===== src/rtl/swrst_regs.svh =====
// Constants for the switch reset and strap configuration block.
// Assumes inclusion by bare name from rtl files; definitions only.
// Operation
// - Merge low joins ports 6,7 as x8
// - Merge high keeps ports 6,7 as x4
// - Fundamental reset clears all internal logic; here only the sequencer restarts and the straps are relatched
// - Halt strap holds device after reset procedure
// - Clearing halt bit releases held reset state
// - Modes 0,1: normal, EEPROM optional
// - Modes 8,9: single partition, upstream 0/2
// - Modes A,B: single partition with EEPROM
`ifndef SWRST_REGS_SVH
`define SWRST_REGS_SVH
`define SWRST_MODE_NORMAL 4'h0
`define SWRST_MODE_NORMAL_EE 4'h1
`define SWRST_MODE_SP_P0 4'h8
`define SWRST_MODE_SP_P2 4'h9
`define SWRST_MODE_SP_P0_EE 4'hA
`define SWRST_MODE_SP_P2_EE 4'hB
`define SWRST_PROC_CYCLES 8'h10
`define SWRST_SYNC_INIT 7'h10
`define SWRST_CNT_ZERO 8'h00
`define SWRST_CNT_ONE 8'h01
`define SWRST_PORT0 3'h0
`define SWRST_PORT2 3'h2
`define SWRST_WIDTH_X4 4'h4
`define SWRST_WIDTH_X8 4'h8
`endif


===== src/rtl/swrst_pkg.sv =====
// Types for the switch reset and strap configuration block.
// Assumes the constants header is included where numbers are needed.
package swrst_pkg;
  // Gray codes along reset, procedure, halt, run
  typedef enum logic [1:0] {
    SWRST_IN_RESET = 2'h0,
    SWRST_PROC = 2'h1,
    SWRST_HALT = 2'h3,
    SWRST_RUN = 2'h2
  } swrst_state_e;
endpackage


===== src/rtl/swrst_ctrl.sv =====
// Reset sequencer and strap decoder for the switch.
// Assumes straps and fundamental reset arrive on pins; the halt bit of
// the switch control register arrives as a level from the SMBus logic.
`timescale 1ns/1ns
`include "swrst_regs.svh"
module swrst_ctrl #(
  parameter logic [7:0] PROC_CYCLES = `SWRST_PROC_CYCLES
) (
  // Clock and reset
  input wire logic clk_sys,
  input wire logic reset,
  // Pins
  input wire logic fundamental_reset_n,
  input wire logic reset_halt,
  input wire logic [3:0] switch_mode_sel,
  input wire logic port67_merge_n,
  // Halt bit of switch_control_reg, same clock domain
  input wire logic ctl_reset_halt_bit,
  // Reset and halt status
  output logic core_reset_r,
  output logic smbus_enable_r,
  output logic halted_r,
  output logic halt_bit_set_r,
  // Decoded configuration
  output logic [3:0] mode_r,
  output logic mode_reserved_r,
  output logic eeprom_init_r,
  output logic single_part_r,
  output logic [2:0] upstream_port_r,
  output logic port0_disable_r,
  output logic port2_disable_r,
  output logic port67_merged_r,
  output logic [3:0] port6_width_r,
  output logic port7_enable_r
);
  typedef struct packed {
    swrst_pkg::swrst_state_e state;
    logic [7:0] cnt;
    logic halt_lat;
    logic [3:0] mode;
    logic merge_n;
    logic core_reset;
    logic smbus_en;
    logic halt_bit_set;
  } swrst_ctrl_s;

  swrst_ctrl_s st_r, st_nxt;
  logic perst_n_s, halt_s, merge_n_s;
  logic [3:0] mode_s;
  logic valid;

  // Pins pass two flops before any logic looks at them
  swrst_sync #(.WIDTH(7), .INIT(`SWRST_SYNC_INIT)) u_sync (
    .clk_sys(clk_sys),
    .reset(reset),
    .pin_in({port67_merge_n, fundamental_reset_n, reset_halt,
             switch_mode_sel}),
    .sync_out({merge_n_s, perst_n_s, halt_s, mode_s})
  );

  // Reserved codes, including undefined C and D, count as invalid
  function automatic logic mode_valid(input logic [3:0] m);
    unique case (m)
      `SWRST_MODE_NORMAL, `SWRST_MODE_NORMAL_EE,
      `SWRST_MODE_SP_P0, `SWRST_MODE_SP_P2,
      `SWRST_MODE_SP_P0_EE, `SWRST_MODE_SP_P2_EE: mode_valid = 1'b1;
      default: mode_valid = 1'b0;
    endcase
  endfunction

  assign valid = mode_valid(st_r.mode);

  // Sequencer: straps are caught while reset is asserted; afterwards the
  // latched copy is used, so strap wiggles cannot reshape the fabric.
  always_comb begin
    st_nxt = st_r;
    unique case (st_r.state)
      swrst_pkg::SWRST_IN_RESET: begin
        st_nxt.core_reset = 1'b1;
        st_nxt.smbus_en = 1'b0;
        st_nxt.halt_lat = halt_s;
        st_nxt.mode = mode_s;
        st_nxt.merge_n = merge_n_s;
        st_nxt.cnt = `SWRST_CNT_ZERO;
        if (perst_n_s) begin
          st_nxt.state = swrst_pkg::SWRST_PROC;
        end
      end
      swrst_pkg::SWRST_PROC: begin
        st_nxt.cnt = st_r.cnt + `SWRST_CNT_ONE;
        if (st_r.cnt == PROC_CYCLES - `SWRST_CNT_ONE) begin
          st_nxt.smbus_en = 1'b1;
          if (st_r.halt_lat) begin
            st_nxt.state = swrst_pkg::SWRST_HALT;
            st_nxt.halt_bit_set = 1'b1;
          end else begin
            st_nxt.state = swrst_pkg::SWRST_RUN;
            st_nxt.core_reset = 1'b0;
          end
        end
      end
      swrst_pkg::SWRST_HALT: begin
        st_nxt.smbus_en = 1'b1;
        st_nxt.halt_bit_set = 1'b0;
        if (!ctl_reset_halt_bit && !st_r.halt_bit_set) begin
          st_nxt.state = swrst_pkg::SWRST_RUN;
          st_nxt.core_reset = 1'b0;
        end
      end
      swrst_pkg::SWRST_RUN: begin
        st_nxt.core_reset = 1'b0;
        st_nxt.smbus_en = 1'b1;
      end
    endcase
    if (!perst_n_s) begin
      st_nxt.state = swrst_pkg::SWRST_IN_RESET;
      st_nxt.core_reset = 1'b1;
      st_nxt.smbus_en = 1'b0;
      st_nxt.halt_bit_set = 1'b0;
    end
  end

  // Single state register
  always_ff @(posedge clk_sys) begin
    if (reset) begin
      st_r <= '{state: swrst_pkg::SWRST_IN_RESET, cnt: `SWRST_CNT_ZERO,
                halt_lat: 1'b0, mode: `SWRST_MODE_NORMAL, merge_n: 1'b0,
                core_reset: 1'b1, smbus_en: 1'b0, halt_bit_set: 1'b0};
    end else begin
      st_r <= st_nxt;
    end
  end

  // Registered outputs: status from the next state, configuration decoded from the latched straps
  always_ff @(posedge clk_sys) begin
    if (reset) begin
      core_reset_r <= 1'b1;
      smbus_enable_r <= 1'b0;
      halted_r <= 1'b0;
      halt_bit_set_r <= 1'b0;
      mode_r <= `SWRST_MODE_NORMAL;
      mode_reserved_r <= 1'b0;
      eeprom_init_r <= 1'b0;
      single_part_r <= 1'b0;
      upstream_port_r <= `SWRST_PORT0;
      port0_disable_r <= 1'b0;
      port2_disable_r <= 1'b0;
      port67_merged_r <= 1'b0;
      port6_width_r <= `SWRST_WIDTH_X4;
      port7_enable_r <= 1'b1;
    end else begin
      core_reset_r <= st_nxt.core_reset;
      smbus_enable_r <= st_nxt.smbus_en;
      halted_r <= (st_nxt.state == swrst_pkg::SWRST_HALT);
      halt_bit_set_r <= st_nxt.halt_bit_set;
      mode_r <= st_r.mode;
      mode_reserved_r <= !valid;
      // Reserved codes fall back to plain normal mode
      // Single-partition codes carry EEPROM in bit 1, normal ones in bit 0
      eeprom_init_r <= valid && (st_r.mode[3] ? st_r.mode[1]
                                              : st_r.mode[0]);
      single_part_r <= valid && st_r.mode[3];
      upstream_port_r <= (valid && st_r.mode[3] && st_r.mode[0]) ?
                         `SWRST_PORT2 : `SWRST_PORT0;
      port0_disable_r <= valid && st_r.mode[3] && st_r.mode[0];
      port2_disable_r <= valid && st_r.mode[3] && !st_r.mode[0];
      port67_merged_r <= !st_r.merge_n;
      port6_width_r <= st_r.merge_n ? `SWRST_WIDTH_X4
                                    : `SWRST_WIDTH_X8;
      port7_enable_r <= st_r.merge_n;
    end
  end

  // Core held in reset while fundamental reset is seen
  reset_hold_a: assert property (@(posedge clk_sys) disable iff (reset)
    !perst_n_s |=> ##1 core_reset_r) else $error("core left reset");

  // Halt keeps core in reset while the bit stays set
  halt_hold_a: assert property (@(posedge clk_sys) disable iff (reset)
    halted_r && ctl_reset_halt_bit && perst_n_s |=> core_reset_r)
    else $error("halt released early");

  // SMBus usable during halt
  halt_smbus_a: assert property (@(posedge clk_sys) disable iff (reset)
    halted_r |-> smbus_enable_r) else $error("smbus off in halt");

  // Clearing the bit after the set pulse releases the core next cycle
  halt_release_a: assert property (@(posedge clk_sys) disable iff (reset)
    halted_r && !ctl_reset_halt_bit && !halt_bit_set_r && perst_n_s |=>
    !core_reset_r && !halted_r) else $error("halt not released");

  // Merge widths
  merge_width_a: assert property (@(posedge clk_sys) disable iff (reset)
    port67_merged_r |-> port6_width_r == `SWRST_WIDTH_X8 && !port7_enable_r)
    else $error("merged width wrong");

  split_width_a: assert property (@(posedge clk_sys) disable iff (reset)
    !port67_merged_r |-> port6_width_r == `SWRST_WIDTH_X4 && port7_enable_r)
    else $error("split width wrong");

  // Mode decode
  mode_upstream_a: assert property (@(posedge clk_sys) disable iff (reset)
    $past(st_r.mode) == `SWRST_MODE_SP_P2_EE |-> upstream_port_r ==
    `SWRST_PORT2 && eeprom_init_r && port0_disable_r)
    else $error("mode B decode");

  mode_normal_a: assert property (@(posedge clk_sys) disable iff (reset)
    $past(st_r.mode) == `SWRST_MODE_NORMAL_EE |-> eeprom_init_r &&
    !single_part_r) else $error("mode 1 decode");

  mode_single_a: assert property (@(posedge clk_sys) disable iff (reset)
    $past(st_r.mode) == `SWRST_MODE_SP_P0 |-> single_part_r &&
    !eeprom_init_r && port2_disable_r) else $error("mode 8 decode");
endmodule


===== src/rtl/swrst_sync.sv =====
// Two-flop synchroniser for a bus of pin inputs.
// Assumes pins are asynchronous to clk_sys; reset is synchronous.
`timescale 1ns/1ns
module swrst_sync #(
  parameter int WIDTH = 1,
  parameter logic [WIDTH-1:0] INIT = '0
) (
  // Clock and reset
  input wire logic clk_sys,
  input wire logic reset,
  // Pins in, synchronised out
  input wire logic [WIDTH-1:0] pin_in,
  output logic [WIDTH-1:0] sync_out
);
  logic [WIDTH-1:0] meta_r;

  // First stage feeds only the second stage
  always_ff @(posedge clk_sys) begin
    if (reset) begin
      meta_r <= INIT;
      sync_out <= INIT;
    end else begin
      meta_r <= pin_in;
      sync_out <= meta_r;
    end
  end
endmodule


===== config.mk =====
export PLATFORM = sky130hd
export DESIGN_NAME = swrst_ctrl
export DESIGN_NICKNAME = d
export VERILOG_FILES = /design/src/rtl/swrst_pkg.sv /design/src/rtl/swrst_ctrl.sv /design/src/rtl/swrst_sync.sv
export VERILOG_INCLUDE_DIRS = /design/src /design/src/rtl
export SDC_FILE = /design/constraint.sdc
export NUM_CORES = 1
export LEC_CHECK = 0
export ABC_AREA = 0
export BUFFER_PORTS_ARGS = -buffer_cell sky130_fd_sc_hd__buf_4
export CORE_MARGIN = 8
export CORE_UTILIZATION = 30
export DETAILED_ROUTE_END_ITERATION = 16
export GPL_TIMING_DRIVEN = 1
export MAX_ROUTING_LAYER = met4
export PLACE_DENSITY = 0.57
export SLEW_MARGIN = 20
export SYNTH_ARGS = -nofsm -noshare
export SYNTH_HDL_FRONTEND = slang
export SYNTH_SLANG_ARGS = --single-unit

===== constraint.sdc =====
create_clock -name clk_sys -period 1.5 [get_ports clk_sys]
set_clock_uncertainty 0.2 [all_clocks]
set_input_delay 0.225 -clock clk_sys [delete_from_list [all_inputs] [get_ports clk_sys]]
set_output_delay 0.225 -clock clk_sys [all_outputs]
set_load 0.05 [all_outputs]

==> Yosys cells after proc, flatten, opt, wreduce, memory -nomap -nowiden <==
Index checks and enable logic that the tools add are counted.
{ "totals": {"ff_bits": 52, "in_bits": 10, "out_inout_bits": 22, "wordCells": 71} }
{ "op_classes": {"n_addsub": 1, "eq_ne": 14, "mux": 16, "bitwise": 1, "n_reduce_logical": 18} }
{ "ops": {"columns": ["cell", "n"], "rows": [
  ["equality test 4 bit, second input constant", 4],
  ["one-hot mux 8 bit (2 select lines)", 1],
  ["adder 8 x 1 -> 8 bit, second input constant", 1],
  ["equality test 8 x 4 -> 1 bit, second input constant", 1],
  ["2-to-1 mux 2 bit", 4],
  ["!= test 2 bit, second input constant", 4],
  ["one-hot mux 2 bit (4 select lines)", 1],
  ["equality test 2 bit, second input constant", 3],
  ["2-to-1 mux 1 bit", 6],
  ["one-hot mux 2 bit (3 select lines)", 1],
  ["AND reduction 3 bit", 2],
  ["OR reduction 6 bit", 1],
  ["logical AND 1 bit", 5],
  ["zero test 1 bit", 5],
  ["equality test 4 x 1 -> 1 bit, second input constant", 1],
  ["zero test 4 bit", 1],
  ["2-to-1 mux 4 bit", 1],
  ["nonzero test 2 bit", 2],
  ["2-to-1 mux 3 bit", 1],
  ["equality test 2 x 1 -> 1 bit, second input constant", 1],
  ["zero test 2 bit", 1],
  ["one-hot mux 1 bit (2 select lines)", 1],
  ["OR reduction 2 bit", 1],
  ["inverter 1 bit", 1]
]} }

==> Longest topological paths before layout <==
{ "depth": {"word_depth": 6, "ltp_mapped": 4, "depth_no_buf": 4} }

==> Modules after synthesis <==
From an unflattened synthesis, not the netlist that was laid out.
{ "unflattened": {"hier_cells": 164, "area_unflattened_um2": 1646.6} }
{ "by_module_without_submodules": {"columns": ["mod", "instances", "cells_per_inst", "area_per_inst_um2", "seq_area_each_um2"], "rows": [
  ["swrst_ctrl", 1, 135, 1263.7, 620.6],
  ["swrst_sync", 1, 29, 382.9, 280.3]
]} }

==> Worst setup path before layout <==
OpenSTA, ideal clock, no wires.
{ "synth_path": {"path_type": "flip-flop to flip-flop", "start": "reg st_r[9] in the netlist's numbering", "end": "reg smbus_enable_r", "setup_time_ns": 0.115, "t_arrival_ns": 1.106, "required_time_ns": 1.185, "setup_slack_ns": 0.079, "stages_incl_launch_ff": 5, "path_buffers": 0, "synth_period_minus_slack_ns": 1.421, "cell_sequence": "dfxtp_1 -> ha_1 -> and3_2 -> a21o_1 -> o21a_1"} }
{ "synth_via": {"elab_chain_len": 2} }
{ "synth_rtl": {"columns": ["element", "line", "source"], "rows": [
  ["start: declaration", "swrst_ctrl.sv:47", "swrst_ctrl_s st_r, st_nxt;"],
  ["start signal: assignment", "swrst_ctrl.sv:126", "st_r <= '{state: swrst_pkg::SWRST_IN_RESET, cnt: `SWRST_CNT_ZERO,"],
  ["start signal: assignment", "swrst_ctrl.sv:130", "st_r <= st_nxt;"],
  ["equality test 8 x 4 -> 1 bit (no line)", null, null],
  ["!= test 2 bit (no line)", null, null],
  ["end signal: assignment", "swrst_ctrl.sv:153", "smbus_enable_r <= st_nxt.smbus_en;"],
  ["end: declaration", "swrst_ctrl.sv:21", "output logic smbus_enable_r,"]
]} }
No other way between the ends.
A chain may end at the register's enable or synchronous reset.

==> Worst setup path after layout <==
{ "layout_path": {"start": "reg st_r[18] in the netlist's numbering", "end": "reg st_r[16] in the netlist's numbering"} }
{ "layout_via": {"elab_chain_len": 2, "elab_cells_between_ends": 4, "classes_between": "eq/ne (1); mux (1); reduce/logical (2)"} }
{ "layout_rtl": {"columns": ["element", "line", "source"], "rows": [
  ["equality test 2 x 1 -> 1 bit / zero test 2 bit (equally long branches)", "swrst_ctrl.sv:77", "unique case (st_r.state)"],
  ["one-hot mux 8 bit (2 select lines) / nonzero test 2 bit (equally long branches)", null, null]
]} }
Parallel ways exist; a longest one is shown, timed or not.

==> summary.md <==
| Metric | Value |
|---|---|
| Syn avg cell area | 10.1 um2 |
| Power, Total | ~2200 uW |
| Vias post-DR | 1108 |
| Hold Path Class | input pin to flop |
| Count of filler cells inserted in the layout | 525 |
| Post-synth cell types | 40 |
| Crit path time final | about 1.4 ns |
| WS Path Type | flop to flop |
| Clock sinks | 45 |
| Pwr/cell area | 1070 nW/um2 |
| Ant diodes | 0 |
| Pre-CTS setup slack | roughly 0.082 ns |
| Antenna violations before repair | 0 |
| First DRT Iteration DRCs | 47 |
| FF+latch area | between 900 and 1000 um2 |
| Area growth syn-to-layout | 28.1% |
| IO Count | 32 |
| Crit path DAT | about 1.5 ns |
| Fin. Hold Viols | 0 |
| First-pass GRT wire length | 4520 um |
| Global route overflow | 0 |
| Max Cap Viol | 0 |
| Clock transition at path regs | approximately 0.08 ns |
| Core area | 5110 um2 |
| GRT Util Overall | 0.0771 |
| Die X | 88.6 um |
| Die Height | just under 90 um |
| Cell Area, Synth | 1580 um2 |
| Root Buffer Master | clkbuf_8 |
| Die ar. | just under 8000 um2 |
| Post-synth EDFFs | 0 |
| Port Buffers | 27 |
| Setup ws final | roughly 0.076 ns |
| Row count | 26 |
| Multi-input logic area | between 500 and 600 um2 |
| Status | finished, final reports clean |
| Crit path max fanout | 12 |
| Reg2Reg Setup Slack | around 0.076 ns |
| Finished Layout Cells | approximately 270 |
| Detail Placement HPWL | a little under 2000 um |
| Req. time, crit path | roughly 1.5 ns |
| Via density | approximately 4.2 |
| CTS max path bufs | 2 |
| Period utilisation layout | 0.950 |
| Sequential share of the synthesized area | 0.570 |
| Clk Latency, worst-skew pair | ~0.29 ns |
| Fin Hold WS | between 0.04 and 0.05 ns |
| Final TNS setup | 0 ns |
| Fmax | approximately 700 MHz |
| DRC | 0 |
| Post-synthesis register bit count | 45 |
| Initial DRT Pass Iterations | 4 |
| Max Slew Vio Count | 0 |
| Pin count of the biggest net entering global routing | 23 |
| Critical path capture point type | flop |
| P_leak | 0.000833 uW |
| Synth warn | 0 |
| Share of cells above drive strength 1 | 0.276 |
| H-tree levels | 2 |
| Peak supply drop | ~550 uV |
| RSZ-0062 raised after global routing | false |
| Clock buffer count from CTS | 5 |
| Final ANT Viol Nets | 0 |
| Gpl congestion | about 0.81 |
| Crit start category | flop |
| Final wirelength | roughly 2700 um |
| Finish-stage setup viols | 0 |
| CTS tree | built |
| Cells after Synth | ~160 |
| Final nets | slightly above 200 |
| Post-synth ARST share | 0 |
| Initial core utilization | 0.309 |
| Main synth FF type | dfxtp_1 |
| Placed cell count | 251 |
| Vias in the first global route | around 1.0k |
| Detailed-route wire length per cell | around 10 um |
## path summary, 6_finish.rpt
kind                         to  depth (start not counted)        startpoint
max                    st_r[16]                          3          st_r[18]
min                   mode_r[3]                          2             reset
max reg2reg            st_r[16]                          3          st_r[18]
min reg2reg  u_sync.sync_out[4]                          1  u_sync.meta_r[4]
## synth_stat cells, drive strengths merged, types with 2 or more instances
cell type	n	area [um2]
inv	2	7.51
nor2b	15	93.8
buf	12	82.6
a21oi	15	78.8
nand2	10	37.5
or2	4	25.0
or3	4	25.0
dfxtp	45	901
nand3b	2	15.0
a31oi	2	12.5
clkbuf	2	7.51
nand3	2	10.0
o21ai	10	50.1
nor4	2	27.5
nor3	4	20.0
nand2b	2	12.5
nor2	8	32.5
## cells in the final DEF (no fill, tap or decap), types with 2 or more instances in the layout
cell type,instances
dfxtp_1,45
a21oi_2,2
nand3b_1,2
conb_1,4
nor3_1,4
o21ai_0,10
inv_1,2
a31oi_1,2
a21oi_1,13
nand2b_1,2
nand2_1,10
or2_2,3
nor2_1,7
nor2b_1,15
or3_1,4
buf_4,35
nand3_1,2
clkbuf_8,6
dlygate4sd3_1,7
## what timing repair did
action	CTS	global route
gates resized for setup	0	2
endpoints found under the setup margin	0	1
hold buffers	7	0
setup buffers	0	0
endpoints found under the hold margin	7	0
## worst max-delay path: stages, from the launching register on
cell and delay [ns]:
dfxtp_1 0.42, nand4b_4 0.24, or3_1 0.38, a21oi_2 0.13
## layer usage
| metal | vias to the layer above | GRT usage | share of wire |
|---|---|---|---|
| li1 | 594 | - | - |
| met1 | 481 | 0.0803 | 0.46 |
| met2 | 28 | 0.122 | 0.46 |
| met3 | 5 | 0.0269 | 0.062 |
| met4 | 0 | 0.0507 | 0.027 |
| met5 | - | - | 0 |
## cell type report
class | count | share of cell area
repair buffers | 42 | 0.164
well taps | 70 | 0.0433
multi-input cells | 99 | 0.296
clock inverters | 2 | 0.00680
flip-flops and latches | 45 | 0.445
inverters | 2 | 0.00371
clock buffers | 6 | 0.0408
## power breakdown
part	internal, uW	total (uW)	switching [uW]
Sequential	1230	1240	12.2
Combinational	63.4	162	98.4
Clock	373	760	387
Total	1660	2160	498
## cell families (layout without fill, tap and decap cells)
logic type,Yosys count,count (layout),share of synthesized area
AND/OR/NAND/NOR,59,59,0.226
flip-flops,45,45,0.570
AO/OA/AOI/OAI,33,33,0.120
buffers and inverters,16,52,0.0618
XOR/XNOR,2,2,0.0111
adder cells (fa/ha/maj),1,1,0.00792
other,1,4,0.00237
## through the flow
step	util	cell area, um2
final	0.396	2020
after global routing	0.396	2020
after global placement	0.363	1850
after CTS	0.395	2020
after detailed placement	0.363	1850
after floorplan	-	1590
## flip-flops by register name, indices dropped and copies added, names as in the netlist
register	count
single_part_r	1
mode_r	4
u_sync.meta_r	7
u_sync.sync_out	7
mode_reserved_r	1
upstream_port_r	1
port2_disable_r	1
port6_width_r	1
smbus_enable_r	1
core_reset_r	1
port67_merged_r	1
halt_bit_set_r	1
eeprom_init_r	1
halted_r	1
st_r	16
Power figures use the tool's default switching activity.
